<file path="src/acrp_consts.svh">
`ifndef ACRP_CONSTS_SVH
`define ACRP_CONSTS_SVH
// ----------------------------------------
// field widths
// ----------------------------------------
`define ACRP_SWING_W      3
`define ACRP_EMPH_W       5
`define ACRP_DCG_W        2
`define ACRP_EQ_W         4
// ----------------------------------------
// direction-select codes
// ----------------------------------------
`define ACRP_DIR_NOP      2'h0
`define ACRP_DIR_RX       2'h1
`define ACRP_DIR_TX       2'h2
`define ACRP_DIR_BOTH     2'h3
// ----------------------------------------
// timing and reset values
// ----------------------------------------
`define ACRP_CAL_CYCLES   16
`define ACRP_XFER_CYCLES  4
`define ACRP_CNT_W        8
`define ACRP_CNT_ZERO     8'h00
`define ACRP_CNT_ONE      8'h01
`endif

</file>
<file path="src/acrp_pkg.sv">
`default_nettype none
package acrp_pkg;
`include "acrp_consts.svh"
	// one channel's analog settings
	typedef struct packed {
		logic [`ACRP_SWING_W-1:0] swing;
		logic [`ACRP_EMPH_W-1:0]  emph;
		logic [`ACRP_DCG_W-1:0]   dcg;
		logic [`ACRP_EQ_W-1:0]    eq;
	} acrp_set_type;
	typedef enum logic [2:0] {ACRP_IDLE0, ACRP_CAL, ACRP_IDLE, ACRP_WRITE, ACRP_READ} acrp_state_type;
endpackage
`default_nettype wire

</file>
<file path="src/acrp_ctrl.sv">
// Behaviour
// channel select used only with several channels; a one-channel read still indexes chan[op_ch] by it
// addressed fields fixed width 3/5/2/4
// code 2'b10 touches transmit side only
// requester sets values, channel, direction first
// requester checks busy low before write
// write strobe is one cycle pulse
// busy high during write, low after
// read: set channel/direction, then one-cycle strobe
// busy high during read, low after
// read-valid flags readback data valid
// read and write never together
// addressed write updates selected channel only
// addressed read returns selected channel settings
// shared write reconfigures every channel
// shared write copies one value everywhere
// shared readback concatenates per-channel fields
// channel zero packed at least significant end
// power-up: busy low, then high during calibration
// 01 receive, 11 both, 00 nothing
// strobes during busy are ignored
// valid pulses once; readback holds value
`include "acrp_consts.svh"
`default_nettype none
module acrp_ctrl #(
	parameter int NCH    = 4,
	parameter bit SHARED = 1'b0,
	parameter int CAL    = `ACRP_CAL_CYCLES,
	parameter int XFER   = `ACRP_XFER_CYCLES,
	parameter int CHW    = (NCH > 1) ? $clog2(NCH) : 1
) (
	input  wire logic                         clk,
	input  wire logic                         rst,
	input  wire logic                         write_strobe,
	input  wire logic                         read_strobe,
	input  wire logic [CHW-1:0]               channel_sel,
	input  wire logic [1:0]                   dir_sel,
	input  wire acrp_pkg::acrp_set_type       wr_set,
	output var  logic                         busy,
	output var  logic                         read_valid,
	output var  logic [NCH*`ACRP_SWING_W-1:0] rd_swing,
	output var  logic [NCH*`ACRP_EMPH_W-1:0]  rd_emph,
	output var  logic [NCH*`ACRP_DCG_W-1:0]   rd_dcg,
	output var  logic [NCH*`ACRP_EQ_W-1:0]    rd_eq
);
	import acrp_pkg::*;

	// ----------------------------------------
	// helpers
	// ----------------------------------------
	// channel hit: shared mode hits all, single-channel hits its only one
	function automatic logic hit(input int ch, input logic [CHW-1:0] sel);
		hit = SHARED || (NCH == 1) || (sel == CHW'(ch));
	endfunction
	function automatic logic tx_on(input logic [1:0] d);
		tx_on = (d == `ACRP_DIR_TX) || (d == `ACRP_DIR_BOTH);
	endfunction
	function automatic logic rx_on(input logic [1:0] d);
		rx_on = (d == `ACRP_DIR_RX) || (d == `ACRP_DIR_BOTH);
	endfunction

	acrp_state_type            state;
	logic [`ACRP_CNT_W-1:0]    cnt;
	acrp_set_type              chan [NCH];
	logic [CHW-1:0]            op_ch;
	logic [1:0]                op_dir;
	acrp_set_type              op_set;
	logic                      done;

	assign done = (cnt == `ACRP_CNT_ONE);

	// ----------------------------------------
	// sequencer
	// ----------------------------------------
	// strobes are only sampled in idle, so nothing is queued while busy
	always_ff @(posedge clk)
	begin
		if (rst)
			state <= ACRP_IDLE0;
		else
			unique case (state)
				ACRP_IDLE0: state <= ACRP_CAL;
				ACRP_CAL:   if (done) state <= ACRP_IDLE;
				ACRP_IDLE:
					if (write_strobe && !read_strobe) state <= ACRP_WRITE;
					else if (read_strobe && !write_strobe) state <= ACRP_READ;
				ACRP_WRITE: if (done) state <= ACRP_IDLE;
				ACRP_READ:  if (done) state <= ACRP_IDLE;
				default:    state <= ACRP_IDLE;
			endcase
	end

	// cycle counter for calibration and transfers
	always_ff @(posedge clk)
	begin
		if (rst)
			cnt <= `ACRP_CNT_ZERO;
		else if (state == ACRP_IDLE0)
			cnt <= `ACRP_CNT_W'(CAL);
		else if (state == ACRP_IDLE && (write_strobe ^ read_strobe))
			cnt <= `ACRP_CNT_W'(XFER);
		else if (cnt != `ACRP_CNT_ZERO)
			cnt <= cnt - `ACRP_CNT_ONE;
	end

	// latch request so mid-transaction input changes do no harm
	always_ff @(posedge clk)
	begin
		if (rst)
		begin
			op_ch  <= '0;
			op_dir <= `ACRP_DIR_NOP;
			op_set <= '0;
		end
		else if (state == ACRP_IDLE && (write_strobe ^ read_strobe))
		begin
			op_ch  <= channel_sel;
			op_dir <= dir_sel;
			op_set <= wr_set;
		end
	end

	// busy: low in the first cycle after reset, high while working
	always_ff @(posedge clk)
	begin
		if (rst)
			busy <= 1'b0;
		else
			busy <= (state == ACRP_IDLE0) || ((state != ACRP_IDLE) && !done) ||
				(state == ACRP_IDLE && (write_strobe ^ read_strobe));
	end

	// ----------------------------------------
	// channel settings store
	// ----------------------------------------
	// the last write cycle commits, so busy falls with the data in place
	for (genvar g = 0; g < NCH; g++)
	begin : g_ch
		always_ff @(posedge clk)
		begin
			if (rst)
				chan[g] <= '0;
			else if (state == ACRP_WRITE && done && hit(g, op_ch))
			begin
				if (tx_on(op_dir))
				begin
					chan[g].swing <= op_set.swing;
					chan[g].emph  <= op_set.emph;
				end
				if (rx_on(op_dir))
				begin
					chan[g].dcg <= op_set.dcg;
					chan[g].eq  <= op_set.eq;
				end
			end
		end

		// shared mode packs channel g at slice g from the low end
		always_ff @(posedge clk)
		begin
			if (rst)
			begin
				rd_swing[g*`ACRP_SWING_W +: `ACRP_SWING_W] <= '0;
				rd_emph[g*`ACRP_EMPH_W +: `ACRP_EMPH_W]    <= '0;
				rd_dcg[g*`ACRP_DCG_W +: `ACRP_DCG_W]       <= '0;
				rd_eq[g*`ACRP_EQ_W +: `ACRP_EQ_W]          <= '0;
			end
			else if (state == ACRP_READ && done && (SHARED || g == 0))
			begin
				if (tx_on(op_dir))
				begin
					rd_swing[g*`ACRP_SWING_W +: `ACRP_SWING_W] <= SHARED ? chan[g].swing : chan[op_ch].swing;
					rd_emph[g*`ACRP_EMPH_W +: `ACRP_EMPH_W]    <= SHARED ? chan[g].emph : chan[op_ch].emph;
				end
				if (rx_on(op_dir))
				begin
					rd_dcg[g*`ACRP_DCG_W +: `ACRP_DCG_W] <= SHARED ? chan[g].dcg : chan[op_ch].dcg;
					rd_eq[g*`ACRP_EQ_W +: `ACRP_EQ_W]    <= SHARED ? chan[g].eq : chan[op_ch].eq;
				end
			end
		end
	end

	// one-cycle valid, together with busy falling
	always_ff @(posedge clk)
	begin
		if (rst)
			read_valid <= 1'b0;
		else
			read_valid <= (state == ACRP_READ) && done;
	end

	// busy run length; a counter keeps the checks valid for any CAL and XFER from 1 to 255 without long repetitions
	logic [`ACRP_CNT_W-1:0]    busy_run;
	always_ff @(posedge clk)
	begin
		if (rst || !busy)
			busy_run <= `ACRP_CNT_ZERO;
		else
			busy_run <= busy_run + `ACRP_CNT_ONE;
	end
endmodule
`default_nettype wire

</file>
<file path="config.mk">
export PLATFORM = sky130hd
export DESIGN_NAME = acrp_ctrl
export DESIGN_NICKNAME = d
export VERILOG_FILES = /design/src/acrp_pkg.sv /design/src/acrp_ctrl.sv
export VERILOG_INCLUDE_DIRS = /design/src
export SDC_FILE = /design/constraint.sdc
export NUM_CORES = 1
export LEC_CHECK = 0
export ABC_AREA = 1
export BUFFER_PORTS_ARGS = -buffer_cell sky130_fd_sc_hd__buf_2
export CAP_MARGIN = 0
export CELL_PAD_IN_SITES_DETAIL_PLACEMENT = 1
export CELL_PAD_IN_SITES_GLOBAL_PLACEMENT = 2
export CORE_ASPECT_RATIO = 0.75
export CORE_MARGIN = 3
export CORE_UTILIZATION = 36
export CTS_CLUSTER_SIZE = 28
export DETAILED_ROUTE_END_ITERATION = 10
export PLACE_DENSITY = 0.88
export SETUP_SLACK_MARGIN = 0.15
export SYNTH_ARGS = -nofsm -noshare
export SYNTH_HDL_FRONTEND = slang
export SYNTH_SLANG_ARGS = --single-unit
</file>
<file path="constraint.sdc">
create_clock -name clk -period 5.2 [get_ports clk]
set_input_delay 0.52 -clock clk [delete_from_list [all_inputs] [get_ports clk]]
set_output_delay 0.52 -clock clk [all_outputs]
set_load 0.02 [all_outputs]
</file>
# After elaboration in Yosys (flattened, before gate mapping)
# Memories as Yosys holds them, arrays and structs flattened. A register that Yosys moved wholly into a read port is not among the register bits.
# Cells that the tools add are included.
# Widths: inputs -> output; s select.
# totals
regBits,45
latchBits,0
ramBits,56
mem_bits_ro,0
in_bits,22
out_inout_bits,58
elab_cells,130
mem_count,1
# memory_table
name,depth,width,read_ports,rd_ports_with_merged_regs,write_ports,line_no,text
chan,4,14,1,1,4,acrp_ctrl.sv:64,acrp_set_type chan [NCH];
# op_classes
n_addsub,1
multipliers,0
n_div,0
magnitude_cmp,0
n_eq_ne,14
n_shift,0
muxes,53
bitwise_logic,17
reduce_logical,28
# ops
cell,count
$mux 5,7
$mux 1,28
$mux 3,7
$mux 4,4
$or 1x1->1,16
$mux 2,6
$logic_and 1x1->1,10
$pmux 3 s3,1
$eq 2x2->1 const B,4
$eq 8x1->1 const B,1
$reduce_bool 8->1,1
$sub 8x1->8 const B,1
$eq 3x2->1 const B,2
$reduce_and 2->1,3
$reduce_or 3->1,2
$eq 2x1->1 const B,2
$logic_or 1x1->1,4
$eq 3x1->1 const B,1
$eq 3x3->1 const B,1
$logic_not 1->1,3
$logic_not 3->1,1
$ne 3x2->1 const B,1
$ne 3x3->1 const B,1
$reduce_bool 3->1,1
5 further kinds,5

# Depth between registers and ports, before layout
# depth
word_depth,7
ltp_mapped,9
mapped_depth_nobuf,8

# Worst setup path before layout
# OpenSTA, ideal clock, no wires.
# synth_path
path_type,reg2reg
from,register cnt[1]
to,"memory chan[0][10] (netlist name), enable pin"
setup_ps,329
arrival_ps,1395
t_required_ps,4871
setup_slack_ps,3476
path_stages_with_launch,7
n_path_buf,0
period_less_slack_ps,1724
path_cell_list,dfxtp_1 > inv_1 > ha_1 > nand2_1 > nor2_4 > nand4_2 > nand2_1
# synth_rtl
element,line_no,text
from (decl),acrp_ctrl.sv:63,logic [`ACRP_CNT_W-1:0] cnt;
from (signal assigned),acrp_ctrl.sv:97,cnt <= `ACRP_CNT_ZERO;
from (signal assigned),acrp_ctrl.sv:99,cnt <= `ACRP_CNT_W'(CAL);
from (signal assigned),acrp_ctrl.sv:101,cnt <= `ACRP_CNT_W'(XFER);
to (decl),acrp_ctrl.sv:64,

==> reports/summary.txt <==
CLOCK NETWORK
------------------------------------------------------------------------------------
Max Buffers Root-to-Sink ..............................................            2
Number of levels the H-tree was split into ............................            3
Clock Pin Slew Worst Setup and Hold Paths .............................      0.07 ns
Clock tree from TritonCTS .............................................        built
Postcts setup bufs ....................................................            0
Clock Sink Count ......................................................          103
Number of gates given a new drive strength after cts ..................            0
Total clock buffers created by CTS ....................................            9
CTS root buf ..........................................................    clkbuf_16
Hold buffer count at CTS ..............................................            0
Worst skew pair latency ...............................................      0.35 ns

ROUTING
------------------------------------------------------------------------------------
Vias per cell .........................................................        4.806
Iter 0 DRT Violations .................................................          199
Routed wire per std cell ..............................................     14.99 µm
Post-detailed-route count of antenna-violating nets ...................            0
DRT Pass-1 Iters ......................................................            4
Routed wire length ....................................................     11.04 mm
Total vias in the final route .........................................         3542
Drc violations ........................................................            0

STA
------------------------------------------------------------------------------------
Period minus WS final .................................................     2.741 ns
Tcrit/Tclk final ......................................................       52.71%
RSZ-0062 raised after global routing ..................................           no
Achievable Freq .......................................................    364.8 MHz
Measured slew at the worst slew-check pin .............................     1.108 ns
Maximum clock skew at final layout ....................................  0.007709 ns
Max-slew violation total from the final report ........................            0
Relative slew slack ...................................................       26.08%
Setup-violating endpoint count in the final report ....................            0
Hold Fails Final Rpt ..................................................            0
Worst setup margin ....................................................     2.459 ns
Total Neg Setup Slack .................................................         0 ns

YOSYS
------------------------------------------------------------------------------------
Synth Area per Inst ...................................................    8.818 µm²
Synthesized area ...................................................... 0.004788 mm²
Post-Syn Instances ....................................................          543
Post-synthesis register bit count .....................................          103
Number of unique standard cell types used by synthesis ................           29
Top cells by area in the synthesized netlist .......................... edfxtp_1, dfxtp_1, nor2_1
Biggest area consumer among synthesized cells .........................     edfxtp_1
Synth top area share ..................................................       35.12%
Fraction of the yosys area taken by sequential cells ..................       54.77%
Number of warnings reported in the yosys synthesis log ................            0

DIE
------------------------------------------------------------------------------------
FP Rows ...............................................................           35
Num ports .............................................................           80
Die extent in y .......................................................     105.9 µm
Starting Density ......................................................       37.83%
Standard cell core area ...............................................  0.01266 mm²
Die area ..............................................................  0.01474 mm²
Die Span X ............................................................     139.2 µm

PWR
------------------------------------------------------------------------------------
Fraction of power spent switching nets ................................       33.45%
IR drop worst, VDD ....................................................     217.7 µV
Power Dens Cells ...................................................... 413.0 mW/mm²
LEAKAGE ...............................................................     2.163 nW
Net Sw Power ..........................................................    0.7206 mW
Clock network fraction of total power .................................        31.0%
Combinational share of power ..........................................        22.3%
Register share of total power .........................................        46.7%
P_int .................................................................     1.434 mW

SETUP PATH
------------------------------------------------------------------------------------
Standard cell with the maximum stage delay on the critical path .......      dfxtp_1
Critical Path RT ......................................................      5.45 ns
Slowest stage delay, CP ...............................................      0.94 ns
Crit path max-delay family ............................................   flip-flops
CP Capture Type .......................................................         flop
Sequence of cells on the critical path ................................ clkinv_1 -> o21ai_0 -> o21ai_0 -> nor2_1 -> nor2_1
Arrival time at the worst endpoint ....................................      2.99 ns
Crit path buffers/inverters ...........................................            1
Worst setup path class ................................................      reg2reg
Maximum net fanout on the critical path ...............................           29
Critical path launch point type .......................................         flop

GRT
------------------------------------------------------------------------------------
Pin count of the biggest net entering global routing ..................           64
Number of antenna violations at the first check in global routing .....            0
Total track usage .....................................................       15.55%
Global-route wire length before repair ................................     18.20 mm
Overflow after GRT ....................................................            0
Via count of the first global-routing pass ............................         3627

FINISH
------------------------------------------------------------------------------------
Fraction of final layout cells with drive strength greater than 1 .....       11.03%
Layout net count ......................................................          592
Number of diodes ......................................................            0
Area growth from synthesis to layout ..................................       8.936%

PLACEMENT
------------------------------------------------------------------------------------
Worst setup slack before clock tree synthesis .........................     2.448 ns
Number of buffers inserted by port buffering ..........................           37
Post-DP HPWL ..........................................................     7.972 mm
Weighted congestion at the end of routability-driven global placement .       0.7853

OUTCOME
------------------------------------------------------------------------------------
Status ................................................................ finished clean

JOB
------------------------------------------------------------------------------------
Max-capacitance violation count .......................................            0

MIN PATH
------------------------------------------------------------------------------------
Tightest Hold Check Type ..............................................       in2reg

-- metal layers --
layer  up-vias  wire length [µm]  GRT usage (%)
li1       1771                 -              -
met1      1707              4986          19.24
met2        57              5509          27.41
met3         7               442          3.628
met4         0               106          4.050
met5         -                 0              0
-- power by group through the flow --
stage	combinational, mW	clock, mW	sequential [mW]
after floorplan	0.414	0	0.986
after global placement	0.465	0	1.02
after detailed placement	0.482	0	1.02
after CTS	0.485	0.683	1.01
after global routing	0.556	0.714	1.02
final	0.480	0.669	1.01
-- metrics by stage --
step	cells	utilization (%)	area [µm²]	total power, mW	hold WS, ns
after floorplan	584	-	4942	1.401	0.4582
after global placement	721	38.91	4925	1.484	0.4727
after detailed placement	721	38.91	4925	1.507	0.4868
after CTS	737	41.22	5216	2.175	0.4066
after global routing	737	41.22	5216	2.291	0.4357
final	737	41.22	5216	2.155	0.4070
-- synthesized netlist by cell type --
library cell   n
a21oi_1       20
nand4_2        4
nor2_4         2
buf_1          2
nor2_1        94
inv_1         47
nand3_2        1
conb_1         1
xor2_1         3
nand3_1        5
o21a_1         1
nor4_1         1
clkinv_1       1
nand3_4        1
dfxtp_1       47
nor2_2         1
nand4_1        5
edfxtp_1      56
ha_1           4
buf_6          1
a21boi_0       1
xnor2_1        2
clkbuf_1      19
a31oi_1        1
buf_2          4
buf_4         42
nand2_1       53
o21ai_0       66
nor3_1        58
-- cells by family (layout without fill, tap and decap cells) --
| kind of cell | Yosys count | in the layout | synth area share [%] |
|---|---|---|---|
| DFF | 103 | 103 | 54.77 |
| AOI/OAI and AO/OA | 89 | 89 | 9.433 |
| and+or+nand+nor | 225 | 225 | 21.11 |
| xor gates and xnor gates | 5 | 5 | 0.9147 |
| adders and majority gates | 4 | 4 | 1.045 |
| buffers and inverters | 116 | 103 | 12.65 |
| other | 1 | 42 | 0.07832 |
-- area by class of cell --
type,instances,area (µm²)
fillers,1513,7440
well taps,166,207.7
inverters,48,180.2
clock inverters,5,37.54
repair buffers,39,200.2
flip-flops and latches,103,2623
multi-input cells,365,1714
clock buffers,11,254.0
-- final timing paths --
kind                                  from   endpoint  slack (ns)  depth (start not counted)
worst max-delay path                  flop  rd_dcg[1]        2.46                          5
worst min-delay path            dir_sel[1]  op_dir[1]        0.41                          3
worst max register to register        flop  rd_dcg[1]        2.46                          5
worst min register to register      cnt[0]     cnt[0]        0.50                          2
-- flip-flops by register name, summed over array words and instances, names as in the netlist, named ones only --
| register | cells |
|---|---|
| rd_eq | 4 |
| op_dir | 2 |
| rd_swing | 3 |
| busy | 1 |
| state | 3 |
| op_set | 14 |
| op_ch | 2 |
| rd_dcg | 2 |
| cnt | 8 |
| rd_emph | 5 |
| read_valid | 1 |
| chan | 56 |
-- worst min-delay path, cell delays in order --
cell and delay (ns):
buf_2 0.08, nor2_1 0.04, nor2_1 0.09
-- placed cells by master (no fill, tap or decap), drive strengths merged, types with 7 or more instances in the layout --
cell	count
nor2	97
o21ai	66
nor3	58
edfxtp	56
nand2	53
inv	51
dfxtp	47
conb	42
buf	39
a21oi	20
clkbuf	11
nand4	9
nand3	7
No activity file was read; power rests on OpenSTA's default activity.
